[config.mk]
export PLATFORM = sky130hd
export DESIGN_NAME = elc_led
export DESIGN_NICKNAME = d
export VERILOG_FILES = /design/src/verilog/elc_led.v
export VERILOG_INCLUDE_DIRS = /design/src /design/src/shared
export SDC_FILE = /design/constraint.sdc
export NUM_CORES = 1
export LEC_CHECK = 0
export BUFFER_PORTS_ARGS = -buffer_cell sky130_fd_sc_hd__buf_2
export CAP_MARGIN = 20
export CELL_PAD_IN_SITES_DETAIL_PLACEMENT = 0
export CELL_PAD_IN_SITES_GLOBAL_PLACEMENT = 1
export CORE_MARGIN = 2
export CORE_UTILIZATION = 49
export DETAILED_ROUTE_END_ITERATION = 10
export GPL_ROUTABILITY_DRIVEN = 1
export GPL_TIMING_DRIVEN = 0
export PLACE_DENSITY_LB_ADDON = 0.1
export SYNTH_ARGS = -nofsm -noshare
export SYNTH_HDL_FRONTEND = slang
export SYNTH_SLANG_ARGS = --single-unit
[constraint.sdc]
create_clock -name mclk -period 3.35 [get_ports mclk]
set_input_delay 0.67 -clock mclk [delete_from_list [all_inputs] [get_ports mclk]]
set_output_delay 0.67 -clock mclk [all_outputs]
set_load 0.1 [all_outputs]
[src/shared/elc_map.vh]
// Register map, reset values and timing constants of the indicator control block
`ifndef ELC_MAP_VH
`define ELC_MAP_VH
`define ELC_ADDR_MODE_SEL 5'h10
`define ELC_ADDR_BEHAV 5'h11
`define ELC_ADDR_PAGE 5'h1f
`define ELC_PAGE_MAIN 16'h0000
`define ELC_PAGE_EXT 16'h0001
`define ELC_MODE_RST 16'h021a
`define ELC_MODE_WMASK 16'h0fff
`define ELC_BEHAV_RST 16'h04e0
`define ELC_BEHAV_WMASK 16'h1cf7
`define ELC_B_PULSE 12
`define ELC_B_RATE_HI 11
`define ELC_B_RATE_LO 10
`define ELC_B_STRETCH0 5
`define ELC_B_METHOD 4
`define ELC_B_NOCOMB0 0
`define ELC_FN_AN_FAULT 4'hc
`define ELC_FN_OFF 4'he
`define ELC_FN_ON 4'hf
`define ELC_FN_DPX_COL 4'h8
`define ELC_FN_COL 4'h9
`define ELC_FN_ACT 4'ha
`define ELC_CLK_HZ 125000000
`define ELC_TICK_US 25000
`define ELC_TICK_CYC ((`ELC_CLK_HZ / 1000000) * `ELC_TICK_US)
`define ELC_PULSE_HZ 5000
`define ELC_PULSE_PCT 20
`define ELC_PULSE_CYC (`ELC_CLK_HZ / `ELC_PULSE_HZ)
`define ELC_PULSE_ON_CYC ((`ELC_PULSE_CYC * `ELC_PULSE_PCT) / 100)
`endif

[src/verilog/elc_led.v]
// Enhanced indicator control: mode-select and behaviour registers, page select, timing, three outputs
`timescale 1ns/100ps
`default_nettype none
`include "elc_map.vh"
module elc_led #(
    parameter TICK_CYC = `ELC_TICK_CYC,
    parameter PULSE_CYC = `ELC_PULSE_CYC,
    parameter PULSE_ON_CYC = `ELC_PULSE_ON_CYC
) (
    input wire mclk,
    input wire nrst,
    input wire soft_rst,
    input wire sticky_rst_en,
    input wire [4:0] reg_addr,
    input wire reg_wr,
    input wire [15:0] reg_wdata,
    output reg [15:0] reg_rdata,
    input wire link_up,
    input wire [1:0] link_speed,
    input wire full_duplex,
    input wire activity,
    input wire collision,
    input wire an_fault,
    input wire [2:0] simple_led,
    output reg [2:0] led_on
);
    reg [15:0] page_reg;
    reg [15:0] mode_reg;
    reg [15:0] behav_reg;
    reg [31:0] tick_cnt_reg;
    reg [3:0] tick_div_reg;
    reg [31:0] pwm_cnt_reg;
    wire ext_page = (page_reg == `ELC_PAGE_EXT);
    wire sticky_clr = soft_rst & ~sticky_rst_en;
    wire tick = (tick_cnt_reg == TICK_CYC - 1);
    wire [1:0] rate = behav_reg[`ELC_B_RATE_HI:`ELC_B_RATE_LO];
    wire enhanced = behav_reg[`ELC_B_METHOD];
    wire pwm_wrap = (pwm_cnt_reg == PULSE_CYC - 1);
    // Pulsing only gates; an output that is off stays off
    wire pwm_on = ~behav_reg[`ELC_B_PULSE] | (pwm_cnt_reg < PULSE_ON_CYC);

    // Speed subsets accepted by link functions; 00, 01, 10 are 10, 100, 1000
    function link_match;
        input [3:0] fn;
        input [1:0] spd;
        begin
            case (fn)
                4'h0: link_match = 1'b1;
                4'h1: link_match = (spd == 2'b10);
                4'h2: link_match = (spd == 2'b01);
                4'h3: link_match = (spd == 2'b00);
                4'h4: link_match = (spd == 2'b01) | (spd == 2'b10);
                4'h5: link_match = (spd == 2'b00) | (spd == 2'b10);
                4'h6: link_match = (spd == 2'b00) | (spd == 2'b01);
                default: link_match = 1'b0;
            endcase
        end
    endfunction

    // Half blink period in 25 ms ticks is 8, 4, 2, 1 for rate codes 0..3
    function blink_bit;
        input [1:0] r;
        input [3:0] div;
        begin
            case (r)
                2'b00: blink_bit = div[3];
                2'b01: blink_bit = div[2];
                2'b10: blink_bit = div[1];
                2'b11: blink_bit = div[0];
                default: blink_bit = div[3];
            endcase
        end
    endfunction

    // Stretch spans two blink half periods, counted in ticks
    function [4:0] stretch_ticks;
        input [1:0] r;
        begin
            stretch_ticks = 5'h02 << (2'h3 - r);
        end
    endfunction

    wire blink_phase = blink_bit(rate, tick_div_reg);
    wire [4:0] stretch_len = stretch_ticks(rate);

    // Page select is not sticky
    // Any value is kept; only 0x0001 opens the extended page
    always @(posedge mclk) begin
        if (!nrst || soft_rst) begin
            page_reg <= `ELC_PAGE_MAIN;
        end else if (reg_wr && reg_addr == `ELC_ADDR_PAGE) begin
            page_reg <= reg_wdata;
        end
    end

    // A write that meets a software reset is dropped, so the reset wins
    always @(posedge mclk) begin
        if (!nrst || sticky_clr) begin
            mode_reg <= `ELC_MODE_RST;
            behav_reg <= `ELC_BEHAV_RST;
        end else if (reg_wr && ext_page && !soft_rst) begin
            if (reg_addr == `ELC_ADDR_MODE_SEL) begin
                mode_reg <= reg_wdata & `ELC_MODE_WMASK;
            end
            if (reg_addr == `ELC_ADDR_BEHAV) begin
                behav_reg <= reg_wdata & `ELC_BEHAV_WMASK;
            end
        end
    end

    // Registered read port; unmapped addresses read as zero
    always @(posedge mclk) begin
        if (!nrst) begin
            reg_rdata <= 16'h0000;
        end else if (reg_addr == `ELC_ADDR_PAGE) begin
            reg_rdata <= page_reg;
        end else if (ext_page && reg_addr == `ELC_ADDR_MODE_SEL) begin
            reg_rdata <= mode_reg;
        end else if (ext_page && reg_addr == `ELC_ADDR_BEHAV) begin
            reg_rdata <= behav_reg;
        end else begin
            reg_rdata <= 16'h0000;
        end
    end

    // Free-running dividers of the core clock
    // Counters are 32 bits so any sensible tick or pulse period fits
    always @(posedge mclk) begin
        if (!nrst) begin
            tick_cnt_reg <= 32'h0;
            tick_div_reg <= 4'h0;
            pwm_cnt_reg <= 32'h0;
        end else begin
            tick_cnt_reg <= tick ? 32'h0 : tick_cnt_reg + 32'h1;
            if (tick) begin
                tick_div_reg <= tick_div_reg + 4'h1;
            end
            pwm_cnt_reg <= pwm_wrap ? 32'h0 : pwm_cnt_reg + 32'h1;
        end
    end

    genvar i;
    generate
        for (i = 0; i < 3; i = i + 1) begin : g_led
            // Output i takes its function from bits 4i+3 down to 4i
            wire [3:0] fn = mode_reg[4 * i + 3:4 * i];
            wire stretch_mode = behav_reg[`ELC_B_STRETCH0 + i];
            wire no_comb = behav_reg[`ELC_B_NOCOMB0 + i];
            wire use_col = (fn == `ELC_FN_DPX_COL) | (fn == `ELC_FN_COL);
            wire evt = use_col ? collision : activity;
            reg [4:0] hold_reg;
            reg base;
            reg out;
            // Tick-granular hold; one extra tick guarantees the least time
            // An event held high keeps reloading, so the output never times out
            always @(posedge mclk) begin
                if (!nrst) begin
                    hold_reg <= 5'h0;
                end else if (evt) begin
                    hold_reg <= stretch_len + 5'h1;
                end else if (tick && hold_reg != 5'h0) begin
                    hold_reg <= hold_reg - 5'h1;
                end
            end

            wire act_on = (hold_reg != 5'h0);
            wire act_disp = act_on & (stretch_mode | blink_phase);

            // Reserved codes 7, 11 and 13 leave the output dark
            always @* begin
                base = 1'b0;
                out = 1'b0;
                if (fn <= 4'h6) begin
                    base = link_up & link_match(fn, link_speed);
                    out = no_comb ? base : base & ~act_disp;
                end else begin
                    case (fn)
                        `ELC_FN_DPX_COL: begin
                            // Collision flips the duplex indication instead of blanking it
                            base = link_up & full_duplex;
                            out = no_comb ? base : base ^ act_disp;
                        end
                        `ELC_FN_COL: out = act_disp;
                        `ELC_FN_ACT: out = act_disp;
                        `ELC_FN_AN_FAULT: out = an_fault;
                        `ELC_FN_OFF: out = 1'b0;
                        `ELC_FN_ON: out = 1'b1;
                        default: out = 1'b0;
                    endcase
                end
            end

            // One more register: a cycle of latency, but no glitches on the pins
            always @(posedge mclk) begin
                if (!nrst) begin
                    led_on[i] <= 1'b0;
                end else if (enhanced) begin
                    led_on[i] <= out & pwm_on;
                end else begin
                    led_on[i] <= simple_led[i];
                end
            end
        end
    endgenerate
endmodule
`default_nettype wire

==> results of run 1 <==
[cell usage in the layout (no fill, tap or decap), types with 13 or more instances in the layout]
| cell type | Yosys | routed |
|---|---|---|
| xor2_1 | 43 | 43 |
| buf_2 | 2 | 54 |
| clkbuf_16 | 0 | 17 |
| a21oi_1 | 37 | 37 |
| inv_1 | 18 | 18 |
| o21ai_0 | 19 | 19 |
| dfxtp_1 | 140 | 140 |
| xnor2_1 | 26 | 26 |
| nand2_1 | 65 | 65 |
| mux2i_1 | 26 | 26 |
| nor4_1 | 15 | 15 |
| o22ai_1 | 13 | 13 |
| and3_1 | 14 | 14 |
| nor2b_1 | 16 | 16 |
| nor2_1 | 98 | 98 |
| nand4_1 | 24 | 24 |
| nand3_1 | 52 | 52 |
| clkbuf_1 | 27 | 30 |
[logic make-up after synthesis]
logic type / Yosys count / synth area share
DFF: 140 / 0.4309
AOI/OAI and AO/OA: 108 / 0.1083
adders and majority gates: 12 / 0.02309
buffers and inverters: 53 / 0.03444
muxes: 30 / 0.04867
and+or+nand+nor: 340 / 0.2616
xor gates and xnor gates: 69 / 0.09292
[routing by layer]
metal / GRT usage / part of all wire / vias up
met4: 0.1131 / 0.031 / 0
met1: 0.3079 / 0.46 / 2644
met5: 0 / 0 / -
met2: 0.3800 / 0.47 / 155
met3: 0.04741 / 0.042 / 37
li1: - / - / 2809
[worst max-delay path: cells and delay by family, from the launching register on]
kind	cells	cell delay, ns
buffers and inverters	1	0.44
AOI/OAI and AO/OA	1	0.09
and+or+nand+nor	4	1.48
DFF	1	0.37
adders and majority gates	1	0.22
[report_power, final]
| part | internal, W | switching, W |
|---|---|---|
| combinational | 0.0000595 | 0.000115 |
| clock | 0.00129 | 0.000721 |
| sequential | 0.00168 | 0.0000105 |
| total | 0.00302 | 0.000846 |
[through the flow]
step	utilization	cells	setup slack, ns	hold WS [ns]
CTS	0.5817	1012	0.5479	0.4520
floorplan	-	752	1.042	0.4178
global route	0.5817	1012	0.2871	0.4750
detailed placement	0.5338	980	0.4992	0.4429
finish	0.5817	1012	0.6087	0.4505
global placement	0.5338	980	0.4661	0.4294
[layout make-up]
| cell class | instances | area, um^2 | area share |
|---|---|---|---|
| tap | 176 | 220.2 | 0.02893 |
| clock buffer | 22 | 464.2 | 0.06099 |
| timing repair buffer | 52 | 260.3 | 0.03419 |
| inverter | 18 | 67.56 | 0.008877 |
| clock inverter | 10 | 162.7 | 0.02137 |
| sequential | 140 | 2803 | 0.3682 |
| buffer | 35 | 156.4 | 0.02055 |
| multi-input combinational | 559 | 3477 | 0.4568 |
[cell usage after synthesis, types with 2 or more instances]
| master | count |
|---|---|
| a211oi_1 | 3 |
| a21boi_0 | 3 |
| a21o_1 | 2 |
| a21oi_1 | 37 |
| a222oi_1 | 9 |
| a22oi_1 | 4 |
| a31oi_1 | 7 |
| a41oi_1 | 2 |
| and2_1 | 5 |
| and3_1 | 14 |
| and3b_1 | 3 |
| and4_1 | 3 |
| buf_1 | 3 |
| buf_2 | 2 |
| buf_6 | 3 |
| clkbuf_1 | 27 |
| dfxtp_1 | 140 |
| ha_1 | 12 |
| inv_1 | 18 |
| mux2_2 | 3 |
| mux2i_1 | 26 |
| nand2_1 | 65 |
| nand2b_1 | 4 |
| nand3_1 | 52 |
| nand3b_1 | 5 |
| nand4_1 | 24 |
| nor2_1 | 98 |
| nor2b_1 | 16 |
| nor3_1 | 11 |
| nor3b_1 | 5 |
| nor4_1 | 15 |
| nor4b_1 | 4 |
| o21ai_0 | 19 |
| o22ai_1 | 13 |
| or3_1 | 8 |
| or4_1 | 2 |
| or4b_2 | 2 |
| xnor2_1 | 26 |
| xor2_1 | 43 |
[how the worst max path moves through the flow]
| stage | end | slack (ns) | depth (start not counted) |
|---|---|---|---|
| global placement | mode_reg[1]$_SDFFE_PP1P_ | 0.47 | 9 |
| finish | tick_cnt_reg[29]$_SDFF_PP0_ | 0.61 | 7 |
| global route | led_on[0]$_SDFF_PN0_ | 0.29 | 6 |
| floorplan | mode_reg[1]$_SDFFE_PP1P_ | 1.04 | 8 |
| CTS | led_on[2]$_SDFF_PN0_ | 0.55 | 6 |
| detailed placement | mode_reg[1]$_SDFFE_PP1P_ | 0.50 | 9 |
==> impl_metrics.json, run 1 <==
{
  "ys_warn_count": 0,
  "hp-class": "flop to flop",
  "crit_type": "flop to flop",
  "cts_buffer_depth": 2,
  "gp_congestion": 0.8620,
  "grt_pass1_wl_um": 26710,
  "tns_ns": 0,
  "startpoint_type": "flop",
  "power.total_w": 0.003871,
  "ys_ff_latch": 140,
  "worstPathRequired_ns": 3.63,
  "worstReg2RegStart": "tick_cnt_reg[0]$_SDFF_PP0_",
  "yosysUniqueCellTypes": 53,
  "vdd_drop_max_mv": 0.3848,
  "synth-edff-count": 0,
  "ant_nets": 0,
  "worst-path-max-fanout": 10,
  "hold_path_end": "pwm_cnt_reg[0]$_SDFF_PP0_",
  "worstPathArrival_ns": 3.02,
  "rows": 42,
  "worst_slew_pin_slew_ns": 1.009,
  "syn_inst": 752,
  "max_stage_delay_ns": 0.71,
  "hold_buffers": 0,
  "clkTransAtPathRegs_ns": 0.06,
  "slowest_stage": "nor4_2",
  "cts_sinks": 140,
  "skew_ns": 0.009068,
  "worst-r2r-setup-slack_ns": 0.61,
  "drive_above_1_share": 0.1148,
  "max_cap_violations": 0,
  "grt_usage": 0.2377,
  "pin_count": 55,
  "reg2reg_to": "tick_cnt_reg[29]$_SDFF_PP0_",
  "rr_worst_depth": 7,
  "final_max_slew_viol_count": 0,
  "path_cells": "ha_1 > and2_1 > nand4_1 > nor4_2 > nand2b_1 > clkbuf_1 > a21oi_1",
  "diodes": 0,
  "viasPerCell": 5.578,
  "antenna_found_initial": 0,
  "io_buffers": 52,
  "hold-path-cell-count": 1,
  "p_per_area_nw_per_um2": 508.6,
  "hold_viol_final": 0,
  "numCtsBuffers": 17,
  "drc": 0,
  "clkLatencyLatePin_ns": 0.43,
  "slew_headroom": 0.3185,
  "crit_path_start": "tick_cnt_reg[0]$_SDFF_PP0_",
  "min_from": "pwm_cnt_reg[0]$_SDFF_PP0_",
  "end_kind": "flop",
  "finalCritPeriodShare": 0.8183,
  "coreArea_um2": 13090,
  "grt_max_degree": 17,
  "post_cts.repair.setup_buffers": 0,
  "cts_tree": "built",
  "synth_area_per_cell_um2": 8.649,
  "nets": 871,
  "vias": 5645,
  "setup_viol": 0,
  "dieArea_um2": 14210,
  "period_minus_slack_ns": 2.741,
  "grt_pass1_vias": 5468,
  "gr-total-overflow": 0,
  "ys_seq_area_frac": 0.4309,
  "post_cts_resized": 0,
  "leakagePower_nw": 2.840,
  "synth_top_area_frac": 0.4309,
  "area.growth.synth_to_final_pct": 17.03,
  "async_reset_ff_frac": 0,
  "nFillCells": 1182,
  "cts_root_buffer": "clkbuf_16",
  "start_util": 0.4970,
  "die_height_um": 119.2,
  "synth_ff_type": "dfxtp_1",
  "yosysTopAreaCell": "dfxtp_1",
  "ys_top_cells_by_area": "dfxtp_1 (43%), xor2_1 (5.8%), nor2_1 (5.7%)",
  "syn-cell-area_um2": 6504,
  "htreeDepth": 4,
  "placed_area_um2": 6984,
  "dp_hpwl_um": 11710,
  "grt_setup_unrepaired": "no",
  "dr.first_iter.drc_count": 500,
  "status": "finished, final reports clean",
  "wl_um": 16200,
  "max_freq_mhz": 364.8,
  "firstDrtPassIters": 6,
  "die_x_um": 119.2,
  "fin_area_um2": 7611,
  "wire_per_inst_um": 16.01,
  "synth_nets": 800
}
Power figures use the tool's default switching activity.
==> inputs of run 2 (changes only) <==
ABC_AREA = 1   (was not set)
CORE_UTILIZATION = 44   (was 49)
clock period = 2.6 ns   (was 3.35 ns; I/O delays follow)
==> impl_metrics.json, run 2 <==
{
  "wl_um": 19820,
  "crit_type": "flop to flop",
  "grt_max_degree": 17,
  "p_per_area_nw_per_um2": 601.0,
  "final_max_slew_viol_count": 0,
  "worstReg2RegStart": "pwm_cnt_reg[22]$_SDFF_PP0_",
  "drc": 0,
  "async_reset_ff_frac": 0,
  "yosysTopAreaCell": "dfxtp_1",
  "cpLargestDelayFamily": "simple AND/OR/NAND/NOR gates",
  "max_stage_delay_ns": 0.47,
  "hold_path_end": "led_on[1]$_SDFF_PN0_",
  "seqCellArea_um2": 2803,
  "drive_above_1_share": 0.1117,
  "finalCritPeriodShare": 0.7991,
  "clkTransAtPathRegs_ns": 0.07,
  "path_cells": "nor2_1 > nand3_1 > nor2_1 > nand2_1 > o31ai_4 > inv_2 > buf_2 > nand2_1 > inv_1",
  "dp_hpwl_um": 15000,
  "firstDrtPassIters": 5,
  "slowest_stage": "o31ai_4",
  "max_cap_violations": 0,
  "pin_count": 55,
  "startpoint_type": "flop",
  "worst-path-stages": 9,
  "htreeDepth": 4,
  "grt_setup_unrepaired": "no",
  "hold_buffers": 0,
  "coreArea_um2": 16470,
  "syn_inst": 1069,
  "clkLatencyLatePin_ns": 0.43,
  "ant_nets": 0,
  "start_util": 0.4483,
  "end_kind": "flop",
  "period_minus_slack_ns": 2.078,
  "synth_top_area_frac": 0.3797,
  "nFillCells": 1706,
  "area.growth.synth_to_final_pct": 15.83,
  "synth_ff_type": "dfxtp_1",
  "hp-class": "primary input to flop",
  "gr-total-overflow": 0,
  "post_cts.repair.setup_buffers": 0,
  "hold_viol_final": 0,
  "hold-path-cell-count": 3,
  "ys_warn_count": 0,
  "dieArea_um2": 17830,
  "ys_seq_area_frac": 0.3797,
  "setup_viol": 0,
  "rr_worst_depth": 9,
  "antenna_found_initial": 0,
  "cts_buffer_depth": 2,
  "viasPerCell": 5.069,
  "slew_headroom": 0.5691,
  "synth-edff-count": 0,
  "worst-r2r-setup-slack_ns": 0.52,
  "min_from": "simple_led[1]",
  "grt_pass1_wl_um": 31860,
  "nets": 1190,
  "max_freq_mhz": 481.3,
  "grt_pass1_vias": 6271,
  "reg2reg_to": "pwm_cnt_reg[30]$_SDFF_PP0_",
  "cts_sinks": 140,
  "cts_tree": "built",
  "ys_ff_latch": 140,
  "wire_per_inst_um": 14.41,
  "worst-path-max-fanout": 10,
  "gp_congestion": 0.8830,
  "worstPathArrival_ns": 2.40,
  "synth_most_common_cell": "nand2_1",
  "rows": 47,
  "layout_commonest_cell": "nand2_1",
  "diodes": 0,
  "syn-cell-area_um2": 7381,
  "grt_usage": 0.2262,
  "skew_ns": 0.009164,
  "worstPathRequired_ns": 2.92,
  "yosysUniqueCellTypes": 44,
  "post_cts_resized": 0,
  "status": "finished, final reports clean",
  "synth_area_per_cell_um2": 6.904,
  "placed_area_um2": 7926,
  "dr.first_iter.drc_count": 425,
  "synth_common_cells": "nand2_1 (201), inv_1 (173), dfxtp_1 (140)",
  "worst_slew_pin_slew_ns": 0.6440,
  "numCtsBuffers": 17,
  "final_cell_mix": "nand2_1 (201), inv_1 (173), dfxtp_1 (140)",
  "tns_ns": 0,
  "multi_input_area_um2": 3805,
  "fin_area_um2": 8549,
  "die_x_um": 133.5,
  "vias": 6970,
  "path_buf_inv": 3,
  "die_height_um": 133.5,
  "cts_root_buffer": "clkbuf_16",
  "vdd_drop_max_mv": 0.5129,
  "io_buffers": 54,
  "leakagePower_nw": 3.680,
  "ys_top_cells_by_area": "dfxtp_1 (38%), nand2_1 (10%), inv_1 (8.8%)",
  "synth_nets": 1117
}
==> run 2: cell count changes after synthesis, sizes merged, moves of 20 or more <==
cell | before | now
o21ai | 19 | 79
mux2i | 26 | 3
nor3 | 11 | 32
inv | 18 | 176
nand3 | 52 | 77
nor2 | 98 | 125
xnor2 | 26 | 6
nand2 | 65 | 209
a21oi | 37 | 70
==> run 2: per-stage QoR <==
stage / power, W / utilization / hold WS (ns) / setup WS, ns / instances
2_1_floorplan: 0.002461 / - / 0.4175 / 0.8861 / 1069
3_3_place_gp: 0.002563 / 0.4814 / 0.4291 / 0.5287 / 1343
3_5_place_dp: 0.002563 / 0.4814 / 0.4428 / 0.5207 / 1343
4_1_cts: 0.005169 / 0.5192 / 0.3344 / 0.5248 / 1375
5_1_grt: 0.005312 / 0.5192 / 0.3445 / 0.3305 / 1375
6_report: 0.005138 / 0.5192 / 0.3490 / 0.5225 / 1375
==> run 2: kinds of logic after synthesis <==
logic type      after synthesis  share of synthesized area
simple gates                515                     0.3275
buf+inv                     198                     0.1048
compound gates              168                     0.1244
flops                       140                     0.3797
xor+xnor                     33                    0.03916
fa+ha+maj                    12                    0.02034
mux                           3                   0.004069
==> run 2: power breakdown <==
part           leakage (nW)  switching, W  total [W]  internal [W]
clock                 0.305       0.00107    0.00262       0.00155
combinational          2.24      0.000212   0.000322      0.000110
sequential             1.13     0.0000209    0.00220       0.00217
total                  3.68       0.00131    0.00514       0.00383
==> run 2: worst min-delay path, cell delays in order <==
cell,delay (ns)
buf_2,0.10
nand2_1,0.05
a21oi_1,0.05
==> run 2: area by class of cell <==
cell class                      count  area share
Timing Repair Buffer               54     0.03161
Buffer                             22     0.01317
Multi-Input combinational cell    731      0.4450
Sequential cell                   140      0.3278
Tap cell                          220     0.03220
Inverter                          176     0.07727
Clock inverter                     15     0.02312
Clock buffer                       17     0.04976
==> run 2: per-layer routing <==
layer | global-route usage | wire length, um
met4 | 0.07861 | 354
met5 | 0 | 0
met2 | 0.3425 | 8713
met3 | 0.04110 | 855
met1 | 0.3238 | 9895
==> run 2: how the worst max path moves through the flow <==
stage / end / slack [ns] / startpoint
after detailed placement: mode_reg[2]$_SDFFE_PP0P_ / 0.52 / nrst
after global routing: mode_reg[6]$_SDFFE_PP0P_ / 0.33 / page_reg[11]$_SDFFE_PP0P_
after CTS: pwm_cnt_reg[21]$_SDFF_PP0_ / 0.52 / pwm_cnt_reg[23]$_SDFF_PP0_
after global placement: pwm_cnt_reg[30]$_SDFF_PP0_ / 0.53 / pwm_cnt_reg[0]$_SDFF_PP0_
final: pwm_cnt_reg[30]$_SDFF_PP0_ / 0.52 / pwm_cnt_reg[22]$_SDFF_PP0_
after floorplan: tick_cnt_reg[26]$_SDFF_PP0_ / 0.89 / tick_cnt_reg[0]$_SDFF_PP0_
